`src/logic/flash_seq_pkg.sv`:
```
package flash_seq_pkg;
   // Register byte addresses
   localparam logic [7:0] OFS_MODE = 8'h00;
   localparam logic [7:0] OFS_AREA = 8'h04;
   localparam logic [7:0] OFS_CMD = 8'h08;
   localparam logic [7:0] OFS_ENTRY = 8'h0C;
   localparam logic [7:0] OFS_DATA_CTRL = 8'h10;
   localparam logic [7:0] OFS_SAH = 8'h14;
   localparam logic [7:0] OFS_SAL = 8'h18;
   localparam logic [7:0] OFS_EAH = 8'h1C;
   localparam logic [7:0] OFS_EAL = 8'h20;
   localparam logic [7:0] OFS_WBH = 8'h24;
   localparam logic [7:0] OFS_WBL = 8'h28;
   localparam logic [7:0] OFS_RBH = 8'h2C;
   localparam logic [7:0] OFS_RBL = 8'h30;
   localparam logic [7:0] OFS_STAT1 = 8'h34;
   localparam logic [7:0] OFS_EAM = 8'h38;
   localparam logic [7:0] OFS_WSM = 8'h3C;
   localparam logic [7:0] OFS_WEM = 8'h40;
   localparam logic [7:0] OFS_SCM = 8'h44;
   localparam logic [7:0] OFS_PROT = 8'h48;
   localparam logic [7:0] OFS_IRQ_STAT = 8'h4C;
   localparam logic [7:0] OFS_IRQ_CLR = 8'h50;
   localparam logic [7:0] OFS_IRQ_EN = 8'h54;
   localparam int UID_SEL_BIT = 7;
   // Operating modes and commands
   localparam logic [2:0] MODE_READ = 3'h0;
   localparam logic [2:0] MODE_DATA_PE = 3'h2;
   localparam logic [2:0] MODE_DISCH1 = 3'h3;
   localparam logic [2:0] MODE_CODE_PE = 3'h5;
   localparam logic [2:0] MODE_DISCH2 = 3'h7;
   localparam logic [3:0] CMD_PROGRAM = 4'h1;
   localparam logic [3:0] CMD_BLANK = 4'h3;
   localparam logic [3:0] CMD_ERASE = 4'h4;
   localparam logic [3:0] CMD_UID = 4'h5;
   // Command register control bits
   localparam int CMD_ACK_BIT = 4;
   localparam int CMD_STOP_BIT = 5;
   // Interrupt status bits
   localparam int IRQ_DONE = 0;
   localparam int IRQ_ERR = 1;
   localparam int IRQ_RDY = 2;
   // Array geometry and reset values
   localparam logic [7:0] DATA_AREA_TAG = 8'h00;
   localparam logic [3:0] CODE_FLOOR_128K = 4'hE;
   localparam logic [9:0] STARTUP_LAST_BLOCK = 10'h00F;
   localparam logic [9:0] WINDOW_BLANK = 10'h3FF;
   localparam logic [19:0] WINDOW_INFO_ADDR = 20'h00010;
   localparam logic [19:0] STARTUP_INFO_ADDR = 20'h00000;
   localparam logic [19:0] CODE_STEP = 20'h00004;
   localparam logic [19:0] DATA_STEP = 20'h00001;
   localparam logic [19:0] BLOCK_STEP = 20'h00400;
   localparam logic [2:0] UID_LAST_WORD = 3'h7;
   typedef enum logic [1:0] {ST_IDLE, ST_REQ, ST_WAIT_ACK} seq_state_e;
endpackage : flash_seq_pkg

```
`src/logic/flash_pe_command_sequencer.sv`:
```
`timescale 1ns/1ps
`default_nettype none
// Summary of operation
// - Done or forced stop raises done interrupt
// - Mode field gates which area may run
// - Area bit picks user/data or extra area
// - Only program, blank, erase, ID commands accepted
// - Start address in high and low registers
// - End address in high and low registers
// - Error monitor keeps failing address bits 19:16
// - Program data from write buffer pair
// - Window start monitor blank ones, then buffer
// - Window end monitor blank ones, then buffer
// - Unique ID as 32 readable bytes
// - Start-up protection guards code blocks 0-15
// - Area window rejects programming outside it
// - Code stays readable during data operations
// - Code area floor by size; data area
module flash_pe_command_sequencer
   import flash_seq_pkg::*;
#(
   parameter logic [3:0] CODE_FLOOR = CODE_FLOOR_128K
) (
   input wire logic clk_in,
   input wire logic reset_n_in,
   input wire logic psel_in,
   input wire logic penable_in,
   input wire logic pwrite_in,
   input wire logic [7:0] paddr_in,
   input wire logic [31:0] pwdata_in,
   output logic [31:0] prdata_out,
   output logic pready_out,
   output logic pslverr_out,
   output logic flash_req_out,
   output logic [3:0] flash_cmd_out,
   output logic [19:0] flash_addr_out,
   output logic flash_extra_out,
   output logic [31:0] flash_wdata_out,
   input wire logic flash_ack_in,
   input wire logic flash_err_in,
   input wire logic [31:0] flash_rdata_in,
   output logic code_read_ok_out,
   output logic sequencer_done_irq_out
);

   typedef struct packed {
      seq_state_e state;
      logic [2:0] mode;
      logic extra;
      logic [3:0] cmd;
      logic tgt_data;
      logic data_entry;
      logic data_ctrl;
      logic protect;
      logic [7:0] sah;
      logic [15:0] sal;
      logic [7:0] eah;
      logic [15:0] eal;
      logic [15:0] wbh;
      logic [15:0] wbl;
      logic [15:0] rbh;
      logic [15:0] rbl;
      logic rdy_flag;
      logic err;
      logic [7:0] eam;
      logic [9:0] wsm;
      logic [9:0] wem;
      logic [7:0] scm;
      logic [2:0] ist;
      logic [2:0] ien;
      logic [19:0] cur;
      logic [2:0] uidx;
      logic [31:0][7:0] uid;
      logic pready;
      logic [31:0] prdata;
      logic pslverr;
      logic freq;
      logic code_ok;
      logic irq;
   } state_s;

   state_s s, n;
   logic acc, wr, to_data, cmd_ok, mode_ok, start, last, hit;
   logic [19:0] st_addr, end_addr, step;
   logic [2:0] ev;
   logic [31:0] rd;

   // Code block number counts down from the top of the array
   function automatic logic prot_bad(input logic [19:0] a, input logic [3:0] c,
                                     input logic ex, input logic pr,
                                     input logic [9:0] ws, input logic [9:0] we);
      logic [9:0] blk;
      logic code;
      blk = {3'h0, ~a[16:10]};
      code = !ex && a[19:12] != DATA_AREA_TAG;
      prot_bad = 1'b0;
      if (code && (c == CMD_PROGRAM || c == CMD_ERASE || c == CMD_BLANK)) begin
         prot_bad = a[19:16] < CODE_FLOOR;
      end
      if (code && (c == CMD_PROGRAM || c == CMD_ERASE)) begin
         if (pr && blk <= STARTUP_LAST_BLOCK) begin
            prot_bad = 1'b1;
         end
         if (ws != we && (blk < ws || blk >= we)) begin
            prot_bad = 1'b1;
         end
      end
   endfunction : prot_bad

   // Bus qualifiers and command decode
   assign acc = psel_in && penable_in && s.pready;
   assign wr = acc && pwrite_in;
   assign st_addr = {s.sah[3:0], s.sal};
   assign end_addr = {s.eah[3:0], s.eal};
   assign to_data = !s.extra && st_addr[19:12] == DATA_AREA_TAG;
   assign cmd_ok = pwdata_in[3:0] == CMD_PROGRAM || pwdata_in[3:0] == CMD_BLANK
                   || pwdata_in[3:0] == CMD_ERASE || pwdata_in[3:0] == CMD_UID;
   assign start = wr && paddr_in == OFS_CMD && pwdata_in[3:0] != 4'h0
                  && s.state == ST_IDLE;
   assign last = s.cur >= end_addr;

   // Area and mode legality at command start
   always_comb begin
      if (pwdata_in[3:0] == CMD_UID) begin
         mode_ok = s.mode == MODE_CODE_PE || s.mode == MODE_DATA_PE;
      end else if (to_data) begin
         mode_ok = s.mode == MODE_DATA_PE && s.data_entry && s.data_ctrl;
      end else begin
         mode_ok = s.mode == MODE_CODE_PE;
      end
   end

   // Address step per command and area
   always_comb begin
      if (s.cmd == CMD_ERASE) begin
         step = BLOCK_STEP;
      end else if (s.tgt_data) begin
         step = DATA_STEP;
      end else begin
         step = CODE_STEP;
      end
   end

   // Register read multiplexer
   always_comb begin
      rd = 32'h0000_0000;
      hit = 1'b1;
      if (paddr_in[UID_SEL_BIT]) begin
         rd = {24'h00_0000, s.uid[paddr_in[6:2]]};
      end else begin
         case (paddr_in)
            OFS_MODE: rd = {29'h0, s.mode};
            OFS_AREA: rd = {31'h0, s.extra};
            OFS_CMD: rd = {28'h0, s.cmd};
            OFS_ENTRY: rd = {31'h0, s.data_entry};
            OFS_DATA_CTRL: rd = {31'h0, s.data_ctrl};
            OFS_SAH: rd = {24'h0, s.sah};
            OFS_SAL: rd = {16'h0, s.sal};
            OFS_EAH: rd = {24'h0, s.eah};
            OFS_EAL: rd = {16'h0, s.eal};
            OFS_WBH: rd = {16'h0, s.wbh};
            OFS_WBL: rd = {16'h0, s.wbl};
            OFS_RBH: rd = {16'h0, s.rbh};
            OFS_RBL: rd = {16'h0, s.rbl};
            OFS_STAT1: rd = {29'h0, s.err, s.state != ST_IDLE, s.rdy_flag};
            OFS_EAM: rd = {24'h0, s.eam};
            OFS_WSM: rd = {22'h0, s.wsm};
            OFS_WEM: rd = {22'h0, s.wem};
            OFS_SCM: rd = {24'h0, s.scm};
            OFS_PROT: rd = {31'h0, s.protect};
            OFS_IRQ_STAT: rd = {29'h0, s.ist};
            OFS_IRQ_CLR: rd = 32'h0000_0000;
            OFS_IRQ_EN: rd = {29'h0, s.ien};
            default: hit = 1'b0;
         endcase
      end
   end

   // Next state: bus slave, registers, sequencer
   always_comb begin
      n = s;
      ev = 3'h0;
      n.pready = psel_in && penable_in && !s.pready;
      n.pslverr = 1'b0;
      if (psel_in && penable_in && !s.pready) begin
         n.prdata = rd;
         n.pslverr = !hit || (pwrite_in && paddr_in[UID_SEL_BIT]);
      end
      if (wr) begin
         case (paddr_in)
            OFS_MODE: n.mode = pwdata_in[2:0];
            OFS_AREA: n.extra = pwdata_in[0];
            OFS_ENTRY: n.data_entry = pwdata_in[0];
            OFS_DATA_CTRL: n.data_ctrl = pwdata_in[0];
            OFS_SAH: n.sah = pwdata_in[7:0];
            OFS_SAL: n.sal = pwdata_in[15:0];
            OFS_EAH: n.eah = pwdata_in[7:0];
            OFS_EAL: n.eal = pwdata_in[15:0];
            OFS_WBH: n.wbh = pwdata_in[15:0];
            OFS_WBL: n.wbl = pwdata_in[15:0];
            OFS_PROT: n.protect = pwdata_in[0];
            OFS_IRQ_EN: n.ien = pwdata_in[2:0];
            default: n.mode = n.mode;
         endcase
      end
      // Forced stop ends any command and reports completion
      if (wr && paddr_in == OFS_CMD && pwdata_in[CMD_STOP_BIT]) begin
         n.state = ST_IDLE;
         n.rdy_flag = 1'b0;
         ev[IRQ_DONE] = 1'b1;
      end else begin
         case (s.state)
            ST_IDLE: begin
               if (start) begin
                  n.cmd = pwdata_in[3:0];
                  n.err = 1'b0;
                  n.tgt_data = to_data;
                  n.cur = st_addr;
                  n.uidx = 3'h0;
                  if (pwdata_in[3:0] == CMD_UID) begin
                     n.cur = 20'h00000;
                  end
                  if (cmd_ok && mode_ok) begin
                     n.state = ST_REQ;
                  end else begin
                     n.err = 1'b1;
                     ev[IRQ_ERR] = 1'b1;
                     ev[IRQ_DONE] = 1'b1;
                  end
               end
            end
            ST_REQ: begin
               if (!s.freq || (flash_ack_in && flash_err_in)) begin
                  // Protected address never reaches the array; failure ends run
                  n.err = 1'b1;
                  n.eam = {4'h0, s.cur[19:16]};
                  n.state = ST_IDLE;
                  ev[IRQ_ERR] = 1'b1;
                  ev[IRQ_DONE] = 1'b1;
               end else if (flash_ack_in && s.cmd == CMD_UID) begin
                  n.rbh = flash_rdata_in[31:16];
                  n.rbl = flash_rdata_in[15:0];
                  n.uid[{s.uidx, 2'h0}] = flash_rdata_in[7:0];
                  n.uid[{s.uidx, 2'h1}] = flash_rdata_in[15:8];
                  n.uid[{s.uidx, 2'h2}] = flash_rdata_in[23:16];
                  n.uid[{s.uidx, 2'h3}] = flash_rdata_in[31:24];
                  n.rdy_flag = 1'b1;
                  ev[IRQ_RDY] = 1'b1;
                  n.state = ST_WAIT_ACK;
               end else if (flash_ack_in) begin
                  if (s.cmd == CMD_PROGRAM && s.extra && s.cur == WINDOW_INFO_ADDR) begin
                     n.wsm = s.wbl[9:0];
                     n.wem = s.wbh[9:0];
                  end
                  if (s.cmd == CMD_PROGRAM && s.extra && s.cur == STARTUP_INFO_ADDR) begin
                     n.scm = s.wbl[7:0];
                  end
                  if (last) begin
                     n.state = ST_IDLE;
                     ev[IRQ_DONE] = 1'b1;
                  end else begin
                     n.cur = s.cur + step;
                  end
               end
            end
            ST_WAIT_ACK: begin
               if (wr && paddr_in == OFS_CMD && pwdata_in[CMD_ACK_BIT]) begin
                  n.rdy_flag = 1'b0;
                  if (s.uidx == UID_LAST_WORD) begin
                     n.state = ST_IDLE;
                     ev[IRQ_DONE] = 1'b1;
                  end else begin
                     n.uidx = s.uidx + 3'h1;
                     n.cur = s.cur + CODE_STEP;
                     n.state = ST_REQ;
                  end
               end
            end
            default: n.state = ST_IDLE;
         endcase
      end
      // Sticky status: a new event wins over a clear in the same cycle
      if (wr && paddr_in == OFS_IRQ_CLR) begin
         n.ist = s.ist & ~pwdata_in[2:0];
      end
      n.ist = n.ist | ev;
      n.irq = |(n.ist & n.ien);
      n.freq = n.state == ST_REQ
               && !prot_bad(n.cur, n.cmd, n.extra, n.protect, n.wsm, n.wem);
      n.code_ok = n.state == ST_IDLE || n.tgt_data || n.cmd == CMD_UID;
   end

   // State register with synchronous reset
   always_ff @(posedge clk_in) begin
      if (!reset_n_in) begin
         s <= '0;
         s.wsm <= WINDOW_BLANK;
         s.wem <= WINDOW_BLANK;
         s.code_ok <= 1'b1;
      end else begin
         s <= n;
      end
   end

   // Outputs straight from the state register
   assign prdata_out = s.prdata;
   assign pready_out = s.pready;
   assign pslverr_out = s.pslverr;
   assign flash_req_out = s.freq;
   assign flash_cmd_out = s.cmd;
   assign flash_addr_out = s.cur;
   assign flash_extra_out = s.extra;
   assign flash_wdata_out = {s.wbh, s.wbl};
   assign code_read_ok_out = s.code_ok;
   assign sequencer_done_irq_out = s.irq;
endmodule : flash_pe_command_sequencer
`default_nettype wire

```
`config.mk`:
```
export PLATFORM = sky130hd
export DESIGN_NAME = flash_pe_command_sequencer
export DESIGN_NICKNAME = d
export VERILOG_FILES = /design/src/logic/flash_seq_pkg.sv /design/src/logic/flash_pe_command_sequencer.sv
export SDC_FILE = /design/constraint.sdc
export NUM_CORES = 1
export LEC_CHECK = 0
export BUFFER_PORTS_ARGS = -buffer_cell sky130_fd_sc_hd__buf_2
export CAP_MARGIN = 20
export CORE_MARGIN = 5
export CORE_UTILIZATION = 35
export CTS_BUF_LIST = sky130_fd_sc_hd__clkbuf_4 sky130_fd_sc_hd__clkbuf_8 sky130_fd_sc_hd__clkbuf_16
export DETAILED_ROUTE_END_ITERATION = 10
export SYNTH_ARGS = -nofsm -noshare
export SYNTH_HDL_FRONTEND = slang
export SYNTH_SLANG_ARGS = --single-unit
```
`constraint.sdc`:
```
create_clock -name clk_in -period 5.28 [get_ports clk_in]
set_input_delay 0.528 -clock clk_in [delete_from_list [all_inputs] [get_ports clk_in]]
set_output_delay 0.528 -clock clk_in [all_outputs]
set_load 0.02 [all_outputs]
```
Word level (Yosys, flattened, before mapping) --
Cells that the tools add are included.
Storage, ports and cells: bits in read-only memories 0, flip-flop bits (word level) 482, bits in latches 0, memories kept 0, bits in writable memories 0, logic and storage cells 316
Cells by class: bitwise logic cells 9, reductions and logical operators 79, eq/ne operators 49, add/sub/neg operators 3, muxes and demuxes 97, div/mod/pow operators 0, magnitude comparators 14, multipliers 0, shift operators 0
Operator list (number):
- bitwise mux 256 bit | 4
- 2-to-1 mux 256 bit | 3
- case mux 16 bit (21 select lines) | 1
- 2-to-1 mux 279 bit | 1
- 2-to-1 mux 28 bit | 5
- 2-to-1 mux 20 bit | 6
- demux 8 bit (select 3 bit) | 4
- 2-to-1 mux 81 bit | 1
- 2-to-1 mux 16 bit | 5
- 2-to-1 mux 23 bit | 3
- == test 8 x 6 -> 1 bit (second input constant) | 8
- 2-to-1 mux 8 bit | 8
- case mux 20 bit (3 select lines) | 1
- == test 8 x 7 -> 1 bit (second input constant) | 6
- binary-select mux 8 bit (select 5 bit) | 1
- == test 8 x 5 -> 1 bit (second input constant) | 4
- logical AND 1 bit | 30
- less-than comparator 5 x 6 -> 1 bit (second input constant) | 5
- 2-to-1 mux 1 bit | 28
- == test 4 x 3 -> 1 bit (second input constant) | 6
- 2-to-1 mux 2 bit | 11
- OR reduction 22 bit | 1
- adder 20 bit | 1
- adder 20 x 3 -> 20 bit (second input constant) | 1
- other kinds (48) | 107

Logic depth before layout (Yosys ltp) --
Gate-level depths: netlist of the first run.
word-level depth 21, gate-level depth with buffers 22, depth with buffers taken out 22

Worst setup path after synthesis of the first run --
Ideal clock, no wire load.
path kind input port to flip-flop, start point input paddr_in[2], end point register s, in the netlist flash_req_out, setup time 0.127 ns, arrival time 3.620 ns, path slack 1.533 ns, data required time 5.153 ns, stages on the path 15, path through buf_2 > nor4b_4 > nand4_1 > nand4_1 > buf_2 > buf_2 > mux2i_1 > ha_1 > a41oi_1 > o21ai_0 > a21oi_1 > nor3b_1 > a211oi_1 > o21ai_0 > o211ai_1
Between the ends: longest elaborated chain between the ends 17
Ends and longest elaborated chain:
- start, declared | RTL line flash_pe_command_sequencer.sv:29 | input wire logic [7:0] paddr_in,
- parallel branches: the longest is 16 deep, another holds less-than comparator 7 x 10 -> 1 bit
- logical AND 1 bit * | RTL line flash_pe_command_sequencer.sv:289 | && !prot_bad(n.cur, n.cmd, n.extra, n.protect, n.wsm, n.wem);
- end signal, assigned | RTL line flash_pe_command_sequencer.sv:301 | s <= n;
- end, declared | RTL line flash_pe_command_sequencer.sv:82 | state_s s, n;
Every way passes the cells marked *. The select of a mux whose other input is x is not followed. A chain may end at the register's enable or synchronous reset.

Final worst setup path of the first run --
start point register s, in the netlist flash_cmd_out[1], end point register s, in the netlist flash_req_out
Between the ends: longest elaborated chain between the ends 18
Ends and longest elaborated chain (RTL line):
- parallel branches: the longest is 17 deep, another holds adder 20 bit
- logical AND 1 bit * | flash_pe_command_sequencer.sv:289
Marks and branches as above.

==> reports/qor.yml, run 1 <==
track_usage: 0.2250
ys.flop_type: "dfxtp_1"
use_met2: 0.3613
wl_per_cell_um: 22.59
clock_latency_ns: 0.62
ctsRootBufferMaster: "clkbuf_16"
htree_levels: 2
layout-drive-gt1-share: 0.1514
hold_buffers: 0
met1_usage: 0.3123
synth_top_area_share: 0.4139
path_cells: "nor2_1 > nand2_1 > nor2_1 > nor2_1 > ha_1 > a31oi_1 > nor3_1 > a31oi_1 > o21ai_0 > and2_1 > nand2b_1 > a22oi_1 > ha_1 > a21o_1 > a21oi_1 > o21ai_0 > nand3_1 > a21oi_1 > a211oi_1 > o21ai_0 > o211ai_1"
crit_fanout: 5
tightest_slew_ns: 1.158
finalClockSkew_ns: 0.03586
worstSetupEndpointType: "register"
hp-class: "input pin to register"
ys_ff_latch: 466
ios: 173
synth.avg_cell_area_um2: 8.120
drt-initial-drc-count: 2341
nNetsFinal: 2872
fmax_mhz: 215.9
synth_seq_area_share: 0.4139
max_stage_delay_ns: 0.44
tns_ns: 0
required_ns: 5.83
ys_types: 74
core-area_mm2: 0.06412
mostFrequentLayoutCell: "nand2_1"
cp-start-kind: "register"
setup_violations: 0
drc: 0
hold_viol_final: 0
wl_um: 82350
cts.repair.resized: 0
cp_slowest_cell: "nor3_1"
rsz0062_at_grt: "false"
cts_made_buffers: 48
tritoncts: "done"
synth_area_leader_cell: "dfxtp_1"
dr.pass1.iters: 6
synthCells: 2776
overflow: 0
syn2layout_area_growth_pct: 11.67
gp_congestion: 0.9765
final.setup.worst_slack_ns: 0.6472
ir_drop_v: 0.0002498
fp.dieArea_mm2: 0.06958
min_period_ns: 4.633
outcome: "complete, no violations"
ant_nets: 0
fillers: 6559
layout_common_cells: "nand2_1 (829), dfxtp_1 (466), a21oi_1 (415)"
grt_start_max_net_pins: 201
power_density_mw_per_mm2: 291.1
die_w_um: 263.8
p_leak_nw: 8.773
fp-row-count: 93
post_cts_buffers: 0
synth_area_leaders: "dfxtp_1 (41%), nand2_1 (14%), a21oi_1 (9.2%), mux4_2 (8.0%), clkbuf_1 (3.2%)"
cts_num_sinks: 466
synth_edf_count: 0
preCtsSetupSlack_ns: 0.6552
grt_pass1_wl_um: 123400
critPathKind: "register to register"
fin_crit_sh: 0.8774
dpl.hpwl_um: 56290
grt-busiest-layer: "met2"
crit_arrival_ns: 5.18
slew_viol_final: 0
via_per_inst: 5.608
portBuffers: 140
mappedNetlistArea_mm2: 0.02254
multi_input_area_mm2: 0.01173
synth_warnings: 0
route.vias.total: 20450
cts_buffer_depth: 3
maxCapViolCount: 0
ff2ff_setup_slack_ns: 0.65
register_area_mm2: 0.009329
antenna_found_initial: 5
grt_pass1_vias: 19150
initial_core_util: 0.3516
async_flop_share: 0
slew_headroom: 0.2219
met3_usage: 0.04089
clk_pin_slew_worst_paths_ns: 0.07
die_h_um: 263.8
power by group:
part / switching (mW) / total, mW / internal (mW)
registers: 0.00654 / 3.53 / 3.52
clock network: 1.49 / 3.47 / 1.98
logic: 0.251 / 0.327 / 0.0761
total: 1.74 / 7.33 / 5.58
logic make-up after synthesis:
group                    share of synthesized area
AND/OR/NAND/NOR                             0.2104
flip-flops                                  0.4139
adder cells (fa/ha/maj)                    0.02276
buffers and inverters                      0.07133
multiplexers                                0.1018
AO/OA/AOI/OAI                               0.1681
other                                    0.0001664
XOR/XNOR                                   0.01166
cell usage after synthesis (5+ instances only):
cell type and number:
a211oi_1 9, a21oi_1 415, a221oi_1 31, a222oi_1 6
a22o_1 14, a22oi_1 33, a31oi_1 23, a41oi_1 7
and2_1 9, and3_1 6, and4_1 5, buf_1 13
buf_2 10, buf_4 89, clkbuf_1 191, dfxtp_1 466
ha_1 41, inv_1 32, mux2_2 10, mux2i_1 38
mux4_2 80, nand2_1 829, nand2b_1 7, nand3_1 43
nand4_1 23, nand4b_1 5, nor2_1 106, nor2b_1 6
nor3_1 25, nor4_1 23, nor4b_1 6, o211ai_1 5
o21a_1 10, o21ai_0 53, o22ai_1 5, or2_2 6
xnor2_1 19, xor2_1 11
worst paths after layout:
path | startpoint | endpoint | cells past startpoint
worst max register to register | flash_cmd_out[1]$_SDFF_PN0_ | flash_req_out$_SDFF_PN0_ | 21
worst min-delay path | pwdata_in[13] | flash_wdata_out[13]$_SDFFE_PN0P_ | 3
worst min register to register | register | register | 2
worst max-delay path | flash_cmd_out[1]$_SDFF_PN0_ | flash_req_out$_SDFF_PN0_ | 21
metal layers:
layer / vias to the layer above / wire length, um / share of wire
li1: 9501 / - / -
met3: 155 / 7122 / 0.086
met2: 917 / 37690 / 0.46
met5: - / 27 / 0.00033
met4: 4 / 2560 / 0.031
met1: 9871 / 34950 / 0.42
metrics by stage:
stage               hold slack (ns)  cells  utilization  power [mW]  instance area [um^2]
finish                       0.2192   3646       0.3926       7.328                 25170
global route                 0.2196   3642       0.3924       7.548                 25160
CTS                          0.1945   3642       0.3924       7.395                 25160
detailed placement           0.4399   3557       0.3676       3.931                 23570
global placement             0.4349   3557       0.3676       3.932                 23570
floorplan                    0.4287   2791            -       3.813                 22600
cell type report:
type,count,area share
clock buffer,75,0.05701
multi-input combinational,1989,0.4660
inverter,33,0.005219
antenna,4,0.0003977
clock inverter,10,0.006164
tap,855,0.04250
timing repair buffer,214,0.05209
sequential,466,0.3706
worst max-delay path, delay by kind of cell, from the launching register on:
family          cells  cell delay, ns
simple gates        8            1.50
flops               1            0.32
compound gates     11            2.07
fa+ha+maj           2            0.65
Power figures use the tool's default switching activity.
==> inputs of run 2 (changes only) <==
- CORE_UTILIZATION: 35 -> 41
==> run 2 against run 1 <==
Against the previous run:
- global-route usage grew 3.9 points
- core utilization grew 6.6 points
- worst setup slack lost 0.043 ns
- first-iteration DRC count grew 3.5%
- largest cell class unchanged
- die area shrank 14%
- clock skew shrank 0.012 ns
- highest routed layer unchanged
- sequential power is essentially flat
- total power grew 3.3%
==> reports/qor.yml, run 2 (synthesis results as in run 1) <==
outcome: "complete, no violations"
cts_buffer_depth: 3  # unchanged
track_usage: 0.2643  # +0.03924
layout-drive-gt1-share: 0.1535  # +0.002071
grt_start_max_net_pins: 227  # +13%
worstSetupEndpointType: "register"
slew_headroom: 0.2829  # +0.06106
cts.repair.resized: 0  # unchanged
tritoncts: "done"
place_area_mm2: 0.02335  # -0.93%
hold_buffers: 0  # unchanged
fp.dieArea_mm2: 0.05977  # -14%
design_area_mm2: 0.02514  # -0.13%
p_leak_nw: 8.842  # +0.79%
tns_ns: 0  # unchanged
ir_drop_v: 0.0002135  # -15%
mostFrequentLayoutCell: "nand2_1"
dpl.hpwl_um: 56520  # +0.41%
maxCapViolCount: 0  # unchanged
wl_per_cell_um: 23.49  # +4.0%
fmax_mhz: 213.9  # -0.91%
cts_num_sinks: 466  # unchanged
hp-class: "input pin to register"
fin_crit_sh: 0.8855  # +0.008091
initial_core_util: 0.4116  # +0.05999
die_w_um: 244.5  # -7.3%
critPathKind: "register to register"
core-area_mm2: 0.05477  # -15%
hold_viol_final: 0  # unchanged
cts_made_buffers: 49  # +2.1%
clk_pin_slew_worst_paths_ns: 0.06  # about the same
crit_fanout: 6  # +1
ios: 173  # unchanged
min_period_ns: 4.676  # +0.04272 ns
gp_congestion: 0.9659  # -1.1%
ff2ff_setup_slack_ns: 0.60  # -0.04 ns
overflow: 0  # unchanged
rsz0062_at_grt: "false"
slew_viol_final: 0  # unchanged
die_h_um: 244.5  # -7.3%
required_ns: 5.79  # -0.04 ns
grt_pass1_wl_um: 122900  # -0.41%
power_density_mw_per_mm2: 301.2  # +3.5%
finalClockSkew_ns: 0.02387  # -0.01199 ns
crit_arrival_ns: 5.18  # about the same
drt-initial-drc-count: 2422  # +3.5%
wl_um: 82270  # about the same
route.vias.total: 20620  # +0.85%
post_cts_buffers: 0  # unchanged
syn2layout_area_growth_pct: 11.52
clock_latency_ns: 0.60  # -0.02 ns
fp-row-count: 86  # -7.5%
ctsRootBufferMaster: "clkbuf_16"
setup_violations: 0  # unchanged
r2r-start: "flash_cmd_out[1]$_SDFF_PN0_"
tightest_slew_ns: 1.076  # -0.08268 ns
endpoint: "flash_req_out$_SDFF_PN0_"
antenna_found_initial: 6  # +1
reg2reg_to: "flash_req_out$_SDFF_PN0_"
reg2reg_depth: 22  # +4.8%
dr.pass1.iters: 7  # +1
layout_common_cells: "nand2_1 (829), dfxtp_1 (466), a21oi_1 (415)"
nNetsFinal: 2875  # +0.10%
ant_nets: 0  # unchanged
drc: 0  # unchanged
grt_pass1_vias: 19300  # +0.76%
via_per_inst: 5.887  # +5.0%
portBuffers: 140  # unchanged
cp-start-kind: "register"
cp-startpoint: "flash_cmd_out[1]$_SDFF_PN0_"
htree_levels: 2  # unchanged
[run 2: cell types whose count changed in the layout (fill, tap and decap cells not counted), moves of 3 or more]
cell and delta:
buf_12 -3, clkbuf_8 +9, bufinv_16 +3, clkbuf_4 -12
[run 2: cell type report]
cell class,count,area [um^2]
diodes,4,10.01
clock buffers,74,1519
clock inverters,17,247.7
fillers,5408,29630
inverters,33,131.4
multi-input cells,1989,11730
flip-flops and latches,466,9329
well taps,704,880.8
repair buffers,216,1292
[run 2: power by group]
| part | internal, mW | switching (mW) |
|---|---|---|
| combinational | 0.0756 | 0.245 |
| sequential | 3.52 | 0.00679 |
| clock | 2.24 | 1.48 |
| total | 5.84 | 1.74 |
[run 2: layer usage]
layer | global-route usage | wire (um) | vias up
li1 | - | - | 9511
met1 | 0.3620 | 34970 | 10070
met2 | 0.4265 | 38120 | 870
met3 | 0.04448 | 6195 | 165
met4 | 0.08960 | 2930 | 8
met5 | 0 | 56 | -
[run 2: critical path, stage by stage (launching register included)]
cell and delay, ns:
dfxtp_1 0.38, nor2_1 0.25, nand2_1 0.11, nor2_1 0.25, nor2_1 0.09, ha_1 0.35, a31oi_1 0.10, buf_4 0.18
nor3_1 0.31, a31oi_1 0.31, o21ai_0 0.32, and2_1 0.19, nand2b_1 0.07, a22oi_1 0.31, ha_1 0.30, a21o_1 0.16
a21oi_1 0.14, o21ai_0 0.10, nand3_1 0.08, a21oi_1 0.08, a211oi_1 0.20, o21ai_0 0.11, o211ai_1 0.22
[run 2: stage by stage]
step	hold slack [ns]	utilization	power, mW	worst slack [ns]	std cells
after CTS	0.1821	0.4586	7.628	0.6206	3498
after global routing	0.2136	0.4588	7.799	0.1974	3499
after detailed placement	0.4416	0.4263	3.925	0.6506	3407
after global placement	0.4346	0.4261	3.923	0.7071	3405
final	0.2066	0.4590	7.573	0.6045	3503
after floorplan	0.4287	-	3.813	1.533	2791
[run 2: how the worst min path moves through the flow]
stage	start	end	cells after the start
3_3_place_gp	register	register	2
4_1_cts	pwdata_in[9]	s[457]$_SDFFE_PN0P_	3
2_1_floorplan	register	register	2
3_5_place_dp	register	register	2
5_1_grt	pwdata_in[8]	flash_wdata_out[8]$_SDFFE_PN0P_	3
6_report	pwdata_in[9]	s[457]$_SDFFE_PN0P_	3
